**config.mk**
```make
export PLATFORM = sky130hd
export DESIGN_NAME = sdc_top
export DESIGN_NICKNAME = d
export VERILOG_FILES = /design/src/sdc_pkg.sv /design/src/sdc_clk_mux.sv /design/src/sdc_rate_div.sv /design/src/sdc_top.sv
export SDC_FILE = /design/constraint.sdc
export NUM_CORES = 1
export LEC_CHECK = 0
export BUFFER_PORTS_ARGS = -buffer_cell sky130_fd_sc_hd__buf_2
export CAP_MARGIN = 20
export CORE_MARGIN = 5
export CORE_UTILIZATION = 57
export DETAILED_ROUTE_END_ITERATION = 10
export PLACE_DENSITY = 0.87
export SYNTH_ARGS = -nofsm -noshare
export SYNTH_HDL_FRONTEND = slang
export SYNTH_SLANG_ARGS = --single-unit
```
**constraint.sdc**
```tcl
create_clock -name clock -period 4.2 [get_ports clock]
set_input_delay 0.84 -clock clock [delete_from_list [all_inputs] [get_ports clock]]
set_output_delay 0.84 -clock clock [all_outputs]
set_load 0.005 [all_outputs]
```
**src/sdc_pkg.sv**
```systemverilog
// Package: register map, fields, reset values and timing constants
package sdc_pkg;
  localparam logic [1:0] ADDR_CTRL_A = 2'h0;
  localparam logic [1:0] ADDR_CTRL_B = 2'h1;
  localparam logic [1:0] ADDR_FRAME_RATE = 2'h2;
  localparam logic [1:0] ADDR_ASYNC_STAT = 2'h3;
  // Control A fields
  localparam int A_ON = 7;
  localparam int A_WAVE = 6;
  localparam int A_FLAG = 4;
  localparam int A_IRQ_EN = 3;
  localparam int A_BLANK = 0;
  localparam logic [7:0] A_WMASK = 8'hC9;
  // Control B fields
  localparam int B_CLK_SEL = 7;
  localparam int B_HALF_BIAS = 6;
  localparam int B_DUTY_LO = 4;
  localparam logic [7:0] B_WMASK = 8'hF7;
  // Frame rate fields
  localparam int F_PS_LO = 4;
  localparam logic [7:0] F_WMASK = 8'h77;
  localparam logic [7:0] A_RESET = 8'h00;
  localparam logic [7:0] B_RESET = 8'h00;
  localparam logic [7:0] F_RESET = 8'h00;
  // Duty codes
  localparam logic [1:0] DUTY_STATIC = 2'h0;
  localparam logic [1:0] DUTY_THIRD = 2'h2;
  // Frame length factor
  localparam logic [3:0] K_NORMAL = 4'h8;
  localparam logic [3:0] K_THIRD = 4'h6;
  localparam int PS_W = 12;
  localparam int SEG_N = 25;
  localparam int COM_N = 4;
  typedef enum logic [1:0] {SDC_OFF, SDC_RUN, SDC_BLANKED} sdc_state_e;
endpackage

```
**src/sdc_clk_mux.sv**
```systemverilog
// Source clock tick selection
`timescale 1ns/100ps
module sdc_clk_mux
  import sdc_pkg::*;
(
  input wire logic clock,
  input wire logic rst_n,
  input wire logic sel_async,
  input wire logic ext_clk_en,
  input wire logic osc_tick,
  input wire logic ext_tick,
  output logic tick
);
  import sdc_pkg::*;
  typedef struct packed {logic tick;} sdc_mux_s;
  sdc_mux_s s_q;
  sdc_mux_s s_d;
  always_comb begin
    s_d = s_q;
    if (!sel_async) begin
      s_d.tick = 1'b1;
    end else begin
      s_d.tick = ext_clk_en ? ext_tick : osc_tick;
    end
  end
  always_ff @(posedge clock) begin
    if (!rst_n) begin
      s_q <= '0;
    end else begin
      s_q <= s_d;
    end
  end
  assign tick = s_q.tick;
endmodule

```
**src/sdc_rate_div.sv**
```systemverilog
// Prescaler tap and extra divider producing prescaled ticks
`timescale 1ns/100ps
module sdc_rate_div
  import sdc_pkg::*;
(
  input wire logic clock,
  input wire logic rst_n,
  input wire logic run,
  input wire logic src_tick,
  input wire logic [2:0] tap_sel,
  input wire logic [2:0] div_sel,
  output logic ps_tick
);
  import sdc_pkg::*;
  typedef struct packed {
    logic [PS_W-1:0] pre;
    logic [2:0] div;
    logic ps_tick;
  } sdc_div_s;
  sdc_div_s s_q;
  sdc_div_s s_d;
  logic [PS_W-1:0] tap_last;
  always_comb begin
    case (tap_sel)
      3'h0: tap_last = 12'h00F;
      3'h1: tap_last = 12'h03F;
      3'h2: tap_last = 12'h07F;
      3'h3: tap_last = 12'h0FF;
      3'h4: tap_last = 12'h1FF;
      3'h5: tap_last = 12'h3FF;
      3'h6: tap_last = 12'h7FF;
      default: tap_last = 12'hFFF;
    endcase
  end
  always_comb begin
    s_d = s_q;
    s_d.ps_tick = 1'b0;
    if (!run) begin
      s_d.pre = '0;
      s_d.div = '0;
    end else if (src_tick) begin
      if (s_q.pre >= tap_last) begin
        s_d.pre = '0;
        if (s_q.div >= div_sel) begin
          s_d.div = '0;
          s_d.ps_tick = 1'b1;
        end else begin
          s_d.div = s_q.div + 3'h1;
        end
      end else begin
        s_d.pre = s_q.pre + 12'h001;
      end
    end
  end
  always_ff @(posedge clock) begin
    if (!rst_n) begin
      s_q <= '0;
    end else begin
      s_q <= s_d;
    end
  end
  assign ps_tick = s_q.ps_tick;
endmodule

```
**src/sdc_top.sv**
```systemverilog
// Segment display controller: registers, frame timing, pin ownership
// Notes on behaviour
// - Enable bit on; clearing it stops immediately
// - Disabled controller returns pins to port
// - Waveform bit applied at next frame start
// - Flag set at frame start with latch
// - Flag cleared by vector or written one
// - Interrupt when flag, enable, global enable
// - Low-toggle wave: flag every second frame
// - Reserved bits read zero, ignore writes
// - Blank after frame; pins to ground
// - Clock select: system or async source
// - Bias bit: one-third or one-half
// - Duty field selects used commons
// - Unused commons released to port
// - Segment mask selects driven segment pins
// - Prescaler tap divides by 16..4096
// - Tap output through extra divider
// - Divider ratio is code plus one
// - Frame lasts K times prescaled periods
// - Data, blank, wave, contrast latched per frame, every second frame with low-toggle wave
`timescale 1ns/100ps
module sdc_top
  import sdc_pkg::*;
(
  input wire logic clock,
  input wire logic rst_n,
  input wire logic [1:0] reg_addr,
  input wire logic [7:0] reg_wdata,
  input wire logic reg_wr,
  input wire logic reg_rd,
  output logic [7:0] reg_rdata,
  input wire logic global_irq_en,
  input wire logic irq_vector_ack,
  input wire logic osc_tick,
  input wire logic ext_tick,
  input wire logic ext_clk_input_en,
  input wire logic [3:0] contrast_setting,
  input wire logic [sdc_pkg::SEG_N-1:0] display_memory,
  output logic frame_irq,
  output logic [sdc_pkg::SEG_N-1:0] seg_drive_en,
  output logic [sdc_pkg::COM_N-1:0] com_drive_en,
  output logic pins_grounded,
  output logic wave_low_toggle,
  output logic half_bias,
  output logic static_bias,
  output logic [1:0] duty_active,
  output logic [3:0] contrast_active,
  output logic [sdc_pkg::SEG_N-1:0] frame_data,
  output logic frame_start
);
  import sdc_pkg::*;
  typedef struct packed {
    logic [7:0] ctrl_a;
    logic [7:0] ctrl_b;
    logic [7:0] rate;
    logic [7:0] rdata;
    sdc_state_e st;
    logic [3:0] step;
    logic odd_frame;
    logic wave_lat;
    logic blank_lat;
    logic [3:0] contrast_lat;
    logic [SEG_N-1:0] data_lat;
    logic irq;
    logic [SEG_N-1:0] seg_en;
    logic [COM_N-1:0] com_en;
    logic grounded;
    logic half_bias;
    logic static_bias;
    logic frame_start;
  } sdc_state_s;
  sdc_state_s s_q;
  sdc_state_s s_d;
  logic src_tick;
  logic ps_tick;
  logic on;
  logic [3:0] k_last;
  logic boundary;
  logic latch_now;
  logic [SEG_N-1:0] seg_mask;
  logic [COM_N-1:0] com_mask;
  logic [1:0] duty;

  assign on = s_q.ctrl_a[A_ON];
  assign duty = s_q.ctrl_b[B_DUTY_LO+1:B_DUTY_LO];

  sdc_clk_mux u_mux (
    .clock(clock),
    .rst_n(rst_n),
    .sel_async(s_q.ctrl_b[B_CLK_SEL]),
    .ext_clk_en(ext_clk_input_en),
    .osc_tick(osc_tick),
    .ext_tick(ext_tick),
    .tick(src_tick)
  );

  sdc_rate_div u_div (
    .clock(clock),
    .rst_n(rst_n),
    .run(on),
    .src_tick(src_tick),
    .tap_sel(s_q.rate[F_PS_LO+2:F_PS_LO]),
    .div_sel(s_q.rate[2:0]),
    .ps_tick(ps_tick)
  );

  // Frame length in prescaled ticks
  always_comb begin
    k_last = (duty == DUTY_THIRD) ? K_THIRD - 4'h1 : K_NORMAL - 4'h1;
    boundary = on && ps_tick && (s_q.step >= k_last);
    // Low-toggle wave latches only every second frame
    latch_now = boundary && (!s_q.wave_lat || s_q.odd_frame);
  end

  // Segment pins owned per mask code
  always_comb begin
    case (s_q.ctrl_b[2:0])
      3'h0: seg_mask = 25'h0001FFF;
      3'h1: seg_mask = 25'h0007FFF;
      3'h2: seg_mask = 25'h001FFFF;
      3'h3: seg_mask = 25'h007FFFF;
      3'h4: seg_mask = 25'h01FFFFF;
      3'h5: seg_mask = 25'h07FFFFF;
      3'h6: seg_mask = 25'h0FFFFFF;
      default: seg_mask = 25'h1FFFFFF;
    endcase
    case (duty)
      2'h0: com_mask = 4'h1;
      2'h1: com_mask = 4'h3;
      2'h2: com_mask = 4'h7;
      default: com_mask = 4'hF;
    endcase
  end

  always_comb begin
    s_d = s_q;
    s_d.rdata = 8'h00;
    s_d.frame_start = 1'b0;
    // Register writes
    if (reg_wr) begin
      case (reg_addr)
        ADDR_CTRL_A: begin
          s_d.ctrl_a = reg_wdata & A_WMASK;
          s_d.ctrl_a[A_FLAG] = s_q.ctrl_a[A_FLAG] && !reg_wdata[A_FLAG];
        end
        ADDR_CTRL_B: begin
          s_d.ctrl_b = reg_wdata & B_WMASK;
        end
        ADDR_FRAME_RATE: begin
          s_d.rate = reg_wdata & F_WMASK;
        end
        default: begin
        end
      endcase
    end
    if (irq_vector_ack) begin
      s_d.ctrl_a[A_FLAG] = 1'b0;
    end
    // Frame sequencing
    if (!s_d.ctrl_a[A_ON]) begin
      s_d.st = SDC_OFF;
      s_d.step = '0;
      s_d.odd_frame = 1'b0;
    end else begin
      case (s_q.st)
        SDC_OFF: begin
          s_d.st = SDC_RUN;
          s_d.step = '0;
          s_d.wave_lat = s_d.ctrl_a[A_WAVE];
          s_d.blank_lat = 1'b0;
        end
        SDC_RUN, SDC_BLANKED: begin
          if (boundary) begin
            s_d.step = '0;
            s_d.odd_frame = !s_q.odd_frame;
            if (latch_now) begin
              s_d.ctrl_a[A_FLAG] = 1'b1;
              s_d.frame_start = 1'b1;
              s_d.odd_frame = 1'b0;
              s_d.wave_lat = s_q.ctrl_a[A_WAVE];
              s_d.blank_lat = s_q.ctrl_a[A_BLANK];
              s_d.contrast_lat = contrast_setting;
              s_d.data_lat = display_memory;
              s_d.st = s_q.ctrl_a[A_BLANK] ? SDC_BLANKED : SDC_RUN;
            end
          end else if (ps_tick) begin
            s_d.step = s_q.step + 4'h1;
          end
        end
        default: s_d.st = SDC_OFF;
      endcase
    end
    // Read port
    if (reg_rd) begin
      case (reg_addr)
        ADDR_CTRL_A: s_d.rdata = s_q.ctrl_a;
        ADDR_CTRL_B: s_d.rdata = s_q.ctrl_b;
        ADDR_FRAME_RATE: s_d.rdata = s_q.rate;
        ADDR_ASYNC_STAT: s_d.rdata = {6'h00, s_q.st == SDC_BLANKED, s_q.odd_frame};
        default: s_d.rdata = 8'h00;
      endcase
    end
    s_d.irq = s_d.ctrl_a[A_FLAG] && s_d.ctrl_a[A_IRQ_EN] && global_irq_en;
    // Pin ownership
    if (s_d.ctrl_a[A_ON]) begin
      s_d.seg_en = seg_mask;
      s_d.com_en = com_mask;
    end else begin
      s_d.seg_en = '0;
      s_d.com_en = '0;
    end
    s_d.grounded = s_d.ctrl_a[A_ON] && (s_d.st == SDC_BLANKED);
    s_d.half_bias = s_q.ctrl_b[B_HALF_BIAS] && (duty != DUTY_STATIC);
    s_d.static_bias = (duty == DUTY_STATIC);
  end

  always_ff @(posedge clock) begin
    if (!rst_n) begin
      s_q <= '0;
      s_q.ctrl_a <= A_RESET;
      s_q.ctrl_b <= B_RESET;
      s_q.rate <= F_RESET;
      s_q.st <= SDC_OFF;
    end else begin
      s_q <= s_d;
    end
  end

  assign reg_rdata = s_q.rdata;
  assign frame_irq = s_q.irq;
  assign seg_drive_en = s_q.seg_en;
  assign com_drive_en = s_q.com_en;
  assign pins_grounded = s_q.grounded;
  assign wave_low_toggle = s_q.wave_lat;
  assign half_bias = s_q.half_bias;
  assign static_bias = s_q.static_bias;
  assign duty_active = duty;
  assign contrast_active = s_q.contrast_lat;
  assign frame_data = s_q.data_lat;
  assign frame_start = s_q.frame_start;
endmodule

```
==> metrics.md, run 1 <==
| Metric | Value |
|---|---|
| Die X | between 90 and 100 microns |
| Post-synth top area cell | dfxtp_1 |
| Vias in the first global route | 3308 |
| Post-CTS sizing | 0 |
| Final hold slack | 454.8 ps |
| Die Y | between 90 and 100 microns |
| Sequential power share | between 50% and 60% |
| IO Count | 122 |
| Worst Setup Slack, final | 1448 ps |
| Sw power | 371.0 uW |
| Layout Skew | roughly 11 ps |
| Largest net degree at the start of global routing | 56 |
| P_leak | 0.002156 uW |
| Final worst-path cycle share | 65.52% |
| Seq/Total Area, Yosys | 42.57% |
| Max-cap violations | 0 |
| Hold_buf cts | 0 |
| Worst EP arrival | slightly above 3000 ps |
| Post-Syn Instances | 524 |
| Initial Utilization | 58.42% |
| Cts bufs inserted | 9 |
| Min-delay src | frame_data[22] |
| VDD IR-drop max | about 160 uV |
| ANT cells | 0 |
| PwrDens | about 340 nW/um^2 |
| Worst R2R Setup Slack | between 1000 and 1500 ps |
| Total gr overflow | 0 |
| Sum Neg Setup Slack | 0 ps |
| Initial DRC count | 152 |
| Hold WC Path Type | register to register |
| DR DRC count | 0 |
| Final Cell Area | 4858 sq um |
| Antenna viol nets, final | 0 |
| Max Clock Freq | 363.4 MHz |
| Rows | 32 |
| Max-slew headroom | 37.14% |
| Combinational power share | 5.6% |
| Startpoint Class | input pin |
| Post-synth top area share | 42.57% |
| Clock power share | 37.8% |
| Synthesized Nets | 590 |
| Share of cells above drive strength 1 | 24.56% |
| Vias | 3479 |
| Cell internal pwr | ~1300 uW |
| Deepest clock path buffer count | 2 |
| Worst Path Max Fanout | 29 |
| Mapped cell area | approximately 4500 sq um |
| Worst-path clk slew | 90 ps |
| Clock Latency Late Sink | 370 ps |
| Count leader, synth | nand2_1 |
| Yosys reg bits | 96 |
| Synth Warn # | 0 |
| Dominant cells by area after synthesis | dfxtp_1 (43%), buf_4 (11%), nand2_1 (8.1%), a21boi_0 (6.3%), ha_1 (5.0%) |
| 1st-pass router iterations | 5 |
| Final HPWL DP | 6.954 mm |
| Top_reg_cell synth | dfxtp_1 |
| Clock root buffer | clkbuf_8 |
| Detailed Route WL | about 9.4 mm |
| Nets@finish | roughly 630 |
| Fin. max-slew vios | 0 |
| # Post-CTS Setup Buffers | 0 |
| CP startpoint | reg_wr |
| CTS tree | done |
| First-pass GRT wire length | 15.40 mm |
| CTS Sinks | 96 |
| Sw frac | 22.59% |
| Synth Area per Inst | around 8.6 sq um |
| Fraction of registers with async set/reset | 0% |
| Core area | 7727 sq um |
| Initial antenna violation count | 0 |
| Layout area overhead | 7.622% |
| Port Buffers | 121 |
| Status | finished, final reports clean |
| DIE AREA | about 10000 sq um |
| Final GP Congestion | 0.9228 |
| Synth cell types | 39 |
| RR Startpoint | duty_active[1] |
| Slew @ Worst Pin | ~940 ps |
| Post-DP Area | 4651 sq um |
| WL per Instance | 13.94 microns |
| Unrepaired setup endpoints after global routing | no |
| Final min period | around 2800 ps |
| Post-synth EDFFs | 0 |
| CP Class | input pin to register |
| Crit end category | register |
| Post-Place Setup Slack | about 1100 ps |
| H-tree depth | 3 |
| Top post-synthesis cells by count | nand2_1 (97), dfxtp_1 (96), buf_4 (68), nor2_1 (43), a21boi_0 (38) |
| All-Layer GR Usage | 19.34% |
| Worst Path Required | about 4500 ps |
| Final setup fails | 0 |
| Vias/cell | around 5.2 |
| Hold Fails Final Rpt | 0 |
==> worst paths after layout <==
path / to / depth (start not counted)
worst max-delay path: contrast_active[3] / 6
worst min-delay path: frame_data[22] / 2
worst max register to register: contrast_active[3] / 7
worst min register to register: frame_data[22] / 2
==> final cells by class <==
cell class                      instances  area [sq um]
Fill cell                             664          2869
Clock inverter                          4         52.55
Tap cell                              102         127.6
Sequential cell                        96          1922
Timing Repair Buffer                  122         613.1
Multi-Input combinational cell        323          1939
Inverter                               13         48.80
Clock buffer                           12         155.1
==> through the flow <==
| stage | std cells | total power (uW) | utilization [%] |
|---|---|---|---|
| 2_1_floorplan | 524 | 1007 | - |
| 3_5_place_dp | 656 | 1041 | 60.18 |
| 6_report | 672 | 1642 | 62.87 |
| 4_1_cts | 672 | 1651 | 62.87 |
| 5_1_grt | 672 | 1696 | 62.87 |
| 3_3_place_gp | 656 | 1039 | 60.18 |
==> worst max-delay path: stages <==
cell and delay (ps):
buf_2 240, nor3b_4 380, mux2i_1 430, or3_1 800, nand2_1 130, a21boi_0 220
==> cells in the final DEF, fill, tap and decap left out, types with 2 or more instances in the layout <==
cell type / instances
a21boi_0: 38
a21boi_1: 5
a21o_1: 3
a21oi_1: 11
a22oi_1: 3
and2_1: 4
and3_1: 6
buf_2: 121
clkbuf_8: 11
clkinv_4: 2
dfxtp_1: 96
ha_1: 18
inv_1: 13
mux2i_1: 15
nand2_1: 97
nand2b_1: 3
nand3_1: 20
nand3b_1: 2
nand4_1: 5
nor2_1: 43
nor2b_1: 9
nor3_1: 5
nor4b_1: 2
o21ai_0: 6
xnor2_1: 6
xor2_1: 8
==> per-layer routing <==
layer  wire length [microns]  global-route usage (%)  part of all wire [%]
met5                       0                       0                     0
met4                     271                   8.929                   2.9
met3                     657                   4.883                   7.0
met2                    4642                   33.42                    50
met1                    3795                   22.35                    41
==> sequential cells by signal (all words and copies together) (netlist names) <==
| register | flops |
|---|---|
| com_drive_en | 3 |
| contrast_active | 4 |
| duty_active | 2 |
| frame_data | 25 |
| frame_irq | 1 |
| frame_start | 1 |
| half_bias | 1 |
| on | 1 |
| pins_grounded | 1 |
| reg_rdata | 8 |
| s_q | 22 |
| seg_drive_en | 8 |
| static_bias | 1 |
| u_div.ps_tick | 1 |
| u_div.s_q | 15 |
| u_mux.tick | 1 |
| wave_low_toggle | 1 |
==> power by group through the flow <==
stage          Combinational (uW)  Sequential, uW  Clock [uW]
2_1_floorplan                62.2             945           0
6_report                     91.6             929         621
5_1_grt                       102             931         663
3_3_place_gp                 89.3             950           0
4_1_cts                      92.0             929         630
3_5_place_dp                 90.7             951           0
==> cells by family after synthesis <==
logic type	count (synthesis)	synth area share, %
xor gates and xnor gates	14	2.716
and+or+nand+nor	202	20.04
buffers and inverters	105	14.58
muxes	16	3.825
DFF	96	42.57
AOI/OAI and AO/OA	73	11.28
adders and majority gates	18	4.989
Power figures use the tool's default switching activity.
==> inputs of run 2 (changes only) <==
--- a/config.mk
+++ b/config.mk
@@ -8,9 +8,9 @@
 export BUFFER_PORTS_ARGS = -buffer_cell sky130_fd_sc_hd__buf_2
 export CAP_MARGIN = 20
 export CORE_MARGIN = 5
-export CORE_UTILIZATION = 57
+export CORE_UTILIZATION = 47
 export DETAILED_ROUTE_END_ITERATION = 10
-export PLACE_DENSITY = 0.87
+export PLACE_DENSITY = 0.77
 export SYNTH_ARGS = -nofsm -noshare
 export SYNTH_HDL_FRONTEND = slang
 export SYNTH_SLANG_ARGS = --single-unit
==> constraint.sdc (replaced) <==
create_clock -name clock -period 2.5 [get_ports clock]
set_input_delay 0.5 -clock clock [delete_from_list [all_inputs] [get_ports clock]]
set_output_delay 0.5 -clock clock [all_outputs]
set_load 0.005 [all_outputs]
==> run 2 against run 1 <==
  * First-iteration DRC count up 11%
  * Routed wire length rose by 2.8%
  * Largest cell class unchanged
  * Highest routed layer unchanged
  * Critical path depth grew 1
  * Global-route usage fell by 2.3 points
  * Hold slack got worse by 110 ps
  * Sequential power rose by 68%
  * Register-to-register slack lost 1200 ps
==> metrics.md, run 2 (synthesis results as in run 1) <==
| Metric | Value |
|---|---|
| Status | finished, final reports clean |
| Commonest non-fill, non-tap cell in the layout | buf_2 |
| Unrepaired setup endpoints after global routing | no |
| Post-DP Area | 4772 sq um (+2.6%) |
| Deepest clock path buffer count | 2 (unchanged) |
| P_leak | 0.002208 uW (+2.5%) |
| Worst-path clk slew | 90 ps (about the same) |
| Hold depth | 3 (+1) |
| Nets@finish | 641 (+1.6%) |
| Final setup fails | 0 (unchanged) |
| Initial Utilization | 48.63% (-9.8 points) |
| Fin. max-slew vios | 0 (unchanged) |
| Worst Path Max Fanout | 19 (-34%) |
| H-tree depth | 3 (unchanged) |
| 1st-pass router iterations | 4 (-1) |
| Core area | 9284 sq um (+20%) |
| CP Class | register to register |
| Sum Neg Setup Slack | 0 ps (unchanged) |
| Initial DRC count | 169 (+11%) |
| Hold Fails Final Rpt | 0 (unchanged) |
| Detailed Route WL | 9.629 mm (+2.8%) |
| Final worst-path cycle share | 87.46% |
| Slew @ Worst Pin | 497.3 ps (-445.6 ps) |
| Largest net degree at the start of global routing | 30 (-46%) |
| Combinational power share | 6.0% (+0.4 points) |
| Final Cell Area | 4991 sq um (+2.7%) |
| Port Buffers | 121 (unchanged) |
| Total gr overflow | 0 (unchanged) |
| All-Layer GR Usage | 17.04% (-2.3 points) |
| DIE AREA | 11670 sq um (+19%) |
| Vias/cell | 4.939 (-4.6%) |
| Layout Skew | 11.63 ps (+0.8172 ps) |
| Vias | 3502 (+0.66%) |
| Crit end category | register |
| Worst Path Required | 2790 ps (-1700 ps) |
| CTS tree | done |
| Cell internal pwr | 2104 uW (+66%) |
| Rows | 35 (+9.4%) |
| IO Count | 122 (unchanged) |
| Worst EP arrival | 2480 ps (-570 ps) |
| Final Util | 53.76% (-9.1 points) |
| Cts bufs inserted | 9 (unchanged) |
| Antenna viol nets, final | 0 (unchanged) |
| Max-cap violations | 0 (unchanged) |
| Hold WC Path Type | input pin to register |
| Initial antenna violation count | 0 (unchanged) |
| DR DRC count | 0 (unchanged) |
| Max-slew headroom | 65.90% (+29 points) |
| Most frequent cells in the layout | buf_2 (121), nand2_1 (97), dfxtp_1 (96) |
| # Post-CTS Setup Buffers | 0 (unchanged) |
| Vias in the first global route | 3469 (+4.9%) |
| Clock Latency Late Sink | 370 ps (about the same) |
| Sw power | 674.9 uW (+82%) |
| WL per Instance | 13.58 microns (-2.6%) |
| VDD IR-drop max | 222.5 uV (+37%) |
| Die Y | 108.0 microns (+9.1%) |
| Clock power share | 37.8% (about the same) |
| Sw frac | 24.29% (+1.7 points) |
| Startpoint Class | register |
| Layout area overhead | 10.56% |
| Final HPWL DP | 7.399 mm (+6.4%) |
| Final min period | 2186 ps |
| CTS Sinks | 96 (unchanged) |
| Worst Setup Slack, final | 313.6 ps (-1134 ps) |
| Sequential power share | 56.2% (-0.4 points) |
| ANT cells | 0 (unchanged) |
| First-pass GRT wire length | 15.92 mm (+3.4%) |
| Clock root buffer | clkbuf_8 |
| Max Clock Freq | 457.4 MHz |
| Post-Place Setup Slack | -4.062 ps (-1078 ps) |
| Final GP Congestion | 0.8737 (-5.3%) |
| Hold_buf cts | 0 (unchanged) |
| PwrDens | 556.8 nW/um^2 (+65%) |
| R2R depth | 7 (unchanged) |
| Largest register FFs | 25 (unchanged) |
| Share of cells above drive strength 1 | 26.03% (+1.5 points) |
| Die X | 108.0 microns (+9.1%) |
==> run 2: critical path, cell delays in order (launching register included) <==
cell	delay, ps
dfxtp_1	400
inv_1	60
ha_1	400
nand3_1	220
nor3_4	450
buf_4	330
nand2_1	80
a21boi_0	170
==> run 2: final timing paths <==
check	startpoint	slack (ps)	to
setup / recovery	s_q[71]	310	frame_data[18]
hold / removal	global_irq_en	340	frame_irq
setup reg to reg	s_q[71]	310	frame_data[18]
hold reg to reg	contrast_active[0]	460	contrast_active[0]
==> run 2: cell type report <==
cell class / count / area (sq um)
Inverter: 13 / 48.80
Sequential cell: 96 / 1922
Clock inverter: 7 / 88.84
Timing Repair Buffer: 132 / 700.7
Multi-Input combinational cell: 323 / 1946
Tap cell: 129 / 161.4
Fill cell: 847 / 4293
Clock buffer: 9 / 123.9
==> run 2: timing repair <==
action | 4_1_cts | 5_1_grt
endpoints found under the setup margin | 0 | 19
hold endpoints to repair | 0 | 0
resized for setup | 0 | 1
==> run 2: power groups by stage <==
stage	clock network, uW	logic (uW)	registers [uW]
final	1050	167	1560
after global routing	1150	185	1560
after CTS	1070	167	1560
after detailed placement	0	166	1600
after global placement	0	164	1600
after floorplan	0	104	1590
==> run 2: per-stage QoR <==
stage,std cells,hold slack (ps),total power (uW)
after floorplan,524,422.6,1693
after global placement,693,439.8,1759
after detailed placement,693,446.2,1762
after CTS,709,338.5,2801
after global routing,709,340.7,2899
final,709,345.0,2779
==> run 2: metal layers <==
metal  share of wire (%)  GRT usage (%)
met5                   0              0
met1                  42          19.47
met2                  47          28.73
met3                 6.3          4.179
met4                 4.3          10.28
==> inputs of run 3 (changes only) <==
--- a/config.mk
+++ b/config.mk
@@ -8,9 +8,10 @@
 export BUFFER_PORTS_ARGS = -buffer_cell sky130_fd_sc_hd__buf_2
 export CAP_MARGIN = 20
 export CORE_MARGIN = 5
-export CORE_UTILIZATION = 47
+export CORE_UTILIZATION = 54
+export CTS_BUF_LIST = sky130_fd_sc_hd__clkbuf_2
 export DETAILED_ROUTE_END_ITERATION = 10
-export PLACE_DENSITY = 0.77
+export PLACE_DENSITY = 0.83
 export SYNTH_ARGS = -nofsm -noshare
 export SYNTH_HDL_FRONTEND = slang
 export SYNTH_SLANG_ARGS = --single-unit
==> constraint.sdc (replaced) <==
create_clock -name clock -period 2.4 [get_ports clock]
set_input_delay 0.48 -clock clock [delete_from_list [all_inputs] [get_ports clock]]
set_output_delay 0.48 -clock clock [all_outputs]
set_load 0.005 [all_outputs]
==> run 3 against run 2 <==
  * Sequential cell count is the same
  * Combinational power up 4%
  * Clock skew rose by 24 ps
  * Sequential share of layout area is 1.3 points higher
  * Clock power down 35%
  * First-iteration DRC count is 25% lower
  * Worst setup slack gained 14 ps
  * Sequential power up 4%
  * Largest cell class unchanged
  * Largest power group unchanged
  * Highest routed layer unchanged
==> metrics.md, run 3 (synthesis results as in run 1) <==
| Metric | Value |
|---|---|
| Sum Neg Setup Slack | 0 ps (unchanged) |
| Worst Path Required | 2900 ps (+110 ps) |
| Crit path buf inv count | 0 (-2) |
| Layout area overhead | 7.040% |
| Final GP Congestion | 0.8790 (+0.61%) |
| Total gr overflow | 0 (unchanged) |
| Vias | 3473 (-0.83%) |
| Hold WC Path Type | input pin to register |
| Die X | 101.4 microns (-6.1%) |
| Unrepaired setup endpoints after global routing | no |
| PwrDens | 516.0 nW/um^2 (-7.3%) |
| # Post-CTS Setup Buffers | 0 (unchanged) |
| Core area | 8175 sq um (-12%) |
| ANT cells | 0 (unchanged) |
| Wire length on met3 | 671 microns (+9.8%) |
| Deepest clock path buffer count | 2 (unchanged) |
| Final HPWL DP | 7.035 mm (-4.9%) |
| Status | finished, final reports clean |
| Final hold slack | 72.02 ps (-273.0 ps) |
| DIE AREA | 10290 sq um (-12%) |
| Initial Utilization | 55.22% (+6.6 points) |
| CTS tree | done |
| IO Count | 122 (unchanged) |
| Worst Path Max Fanout | 8 (-11) |
| WL per Instance | 13.30 microns (-2.1%) |
| Layout Skew | 35.67 ps (+24.04 ps) |
| Most frequent cells in the layout | buf_2 (121), nand2_1 (97), dfxtp_1 (96) |
| Rows | 33 (-5.7%) |
| Routed met2 length | 4.321 mm (-4.6%) |
| Antenna viol nets, final | 0 (unchanged) |
| CTS Sinks | 96 (unchanged) |
| Cts bufs inserted | 9 (unchanged) |
| Placed Cells incl. Taps | 669 (-3.5%) |
| Worst-path clk slew | 260 ps (+170 ps) |
| VDD IR-drop max | 221.1 uV (-0.62%) |
| Final setup fails | 0 (unchanged) |
| Max-cap violations | 0 (unchanged) |
| Largest net degree at the start of global routing | 32 (+6.7%) |
| Detailed Route WL | 9.111 mm (-5.4%) |
| Slowest CP cell | dfxtp_1 |
| Port Buffers | 121 (unchanged) |
| Max Clock Freq | 482.4 MHz (+5.5%) |
| All-Layer GR Usage | 18.10% (+1.1 points) |
| Clock Latency Late Sink | 580 ps (+210 ps) |
| Commonest non-fill, non-tap cell in the layout | buf_2 |
| Share of cells above drive strength 1 | 25.86% (-0.17 points) |
| Max-slew headroom | 65.87% (about the same) |
| Final cell count without fillers | 685 (-3.4%) |
| Final Cell Area | 4832 sq um (-3.2%) |
| Initial DRC count | 127 (-25%) |
| Crit end category | register |
| Nets@finish | 641 (unchanged) |
| 1st-pass router iterations | 6 (+2) |
| CP Class | register to register |
| Clock root buffer | clkbuf_2 |
| Largest register FFs | 25 (unchanged) |
| Worst stage delay on the critical path | 440 ps (about the same) |
| First-pass GRT wire length | 14.85 mm (-6.7%) |
| Fin. max-slew vios | 0 (unchanged) |
| Family with the most delay on the worst path | simple AND/OR/NAND/NOR gates |
| Worst-path cell chain | nor3_1 -> ha_1 -> a21oi_1 -> o21ai_0 -> o211ai_1 -> and2_1 -> mux2i_1 |
| DR DRC count | 0 (unchanged) |
| Slew @ Worst Pin | 497.8 ps (+0.4108 ps) |
| Vias/cell | 5.070 (+2.6%) |
| Startpoint Class | register |
| P_leak | 0.002157 uW (-2.3%) |
| Initial antenna violation count | 0 (unchanged) |
| Worst EP arrival | 2580 ps (+100 ps) |
| H-tree depth | 3 (unchanged) |
| Post-DP Area | 4730 sq um (-0.89%) |
| Final worst-path cycle share | 86.37% (-1.1 points) |
| Die Y | 101.4 microns (-6.1%) |
| Vias in the first global route | 3217 (-7.3%) |
| M1 WL | 3.884 mm (-4.6%) |
| DR top layer | met4 |
| Final min period | 2073 ps (-113.6 ps) |
| Hold Fails Final Rpt | 0 (unchanged) |
[run 3: cell types whose count changed in the layout (fill, tap and decap cells not counted), sizes merged]
| cell | previous run | this run |
|---|---|---|
| clkinv | 3 | 4 |
| bufinv | 1 | 0 |
[run 3: worst register-to-register path, cell delays in order, from the launching register on]
cell and delay, ps:
dfxtp_1 440, nor3_1 280, ha_1 300, a21oi_1 130
o21ai_0 110, o211ai_1 290, and2_1 270, mux2i_1 190
[run 3: where the power goes]
part           internal [uW]  total, uW  switching [uW]
sequential              1620       1630            18.2
combinational           83.6        173            89.1
clock                    137        687             550
[run 3: what timing repair did]
action,4_1_cts,5_1_grt
resized for setup,0,2
hold buffers,0,0
setup endpoints to repair,0,30
hold endpoints to repair,0,0
[run 3: final timing paths]
path	startpoint	cells past startpoint	end	slack (ps)
hold reg to reg	frame_data[21]	2	frame_data[21]	470
setup reg to reg	s_q[85]	7	u_div.s_q[2]	330
setup / recovery	s_q[85]	7	u_div.s_q[2]	330
hold / removal	global_irq_en	3	frame_irq	70
[run 3: metal layers]
| layer | global-route usage, % | up-vias |
|---|---|---|
| li1 | - | 1758 |
| met1 | 21.29 | 1583 |
| met2 | 31.14 | 108 |
| met3 | 4.545 | 24 |
| met4 | 7.975 | 0 |
| met5 | 0 | - |
[run 3: layout make-up]
class                           count  area [sq um]
Sequential cell                    96          1922
Multi-Input combinational cell    323          1951
Fill cell                         761          3343
Timing Repair Buffer              132         688.2
Inverter                           13         48.80
Tap cell                          105         131.4
Clock inverter                      7         46.29
Clock buffer                        9         45.04
[run 3: metrics by stage]
stage | total power [uW] | setup WS, ps | utilization, %
detailed placement | 1834 | 53.14 | 57.85
global placement | 1829 | 214.4 | 57.85
floorplan | 1763 | 304.4 | -
CTS | 2515 | 152.2 | 58.97
global route | 2599 | 60.47 | 59.11
finish | 2494 | 327.2 | 59.11
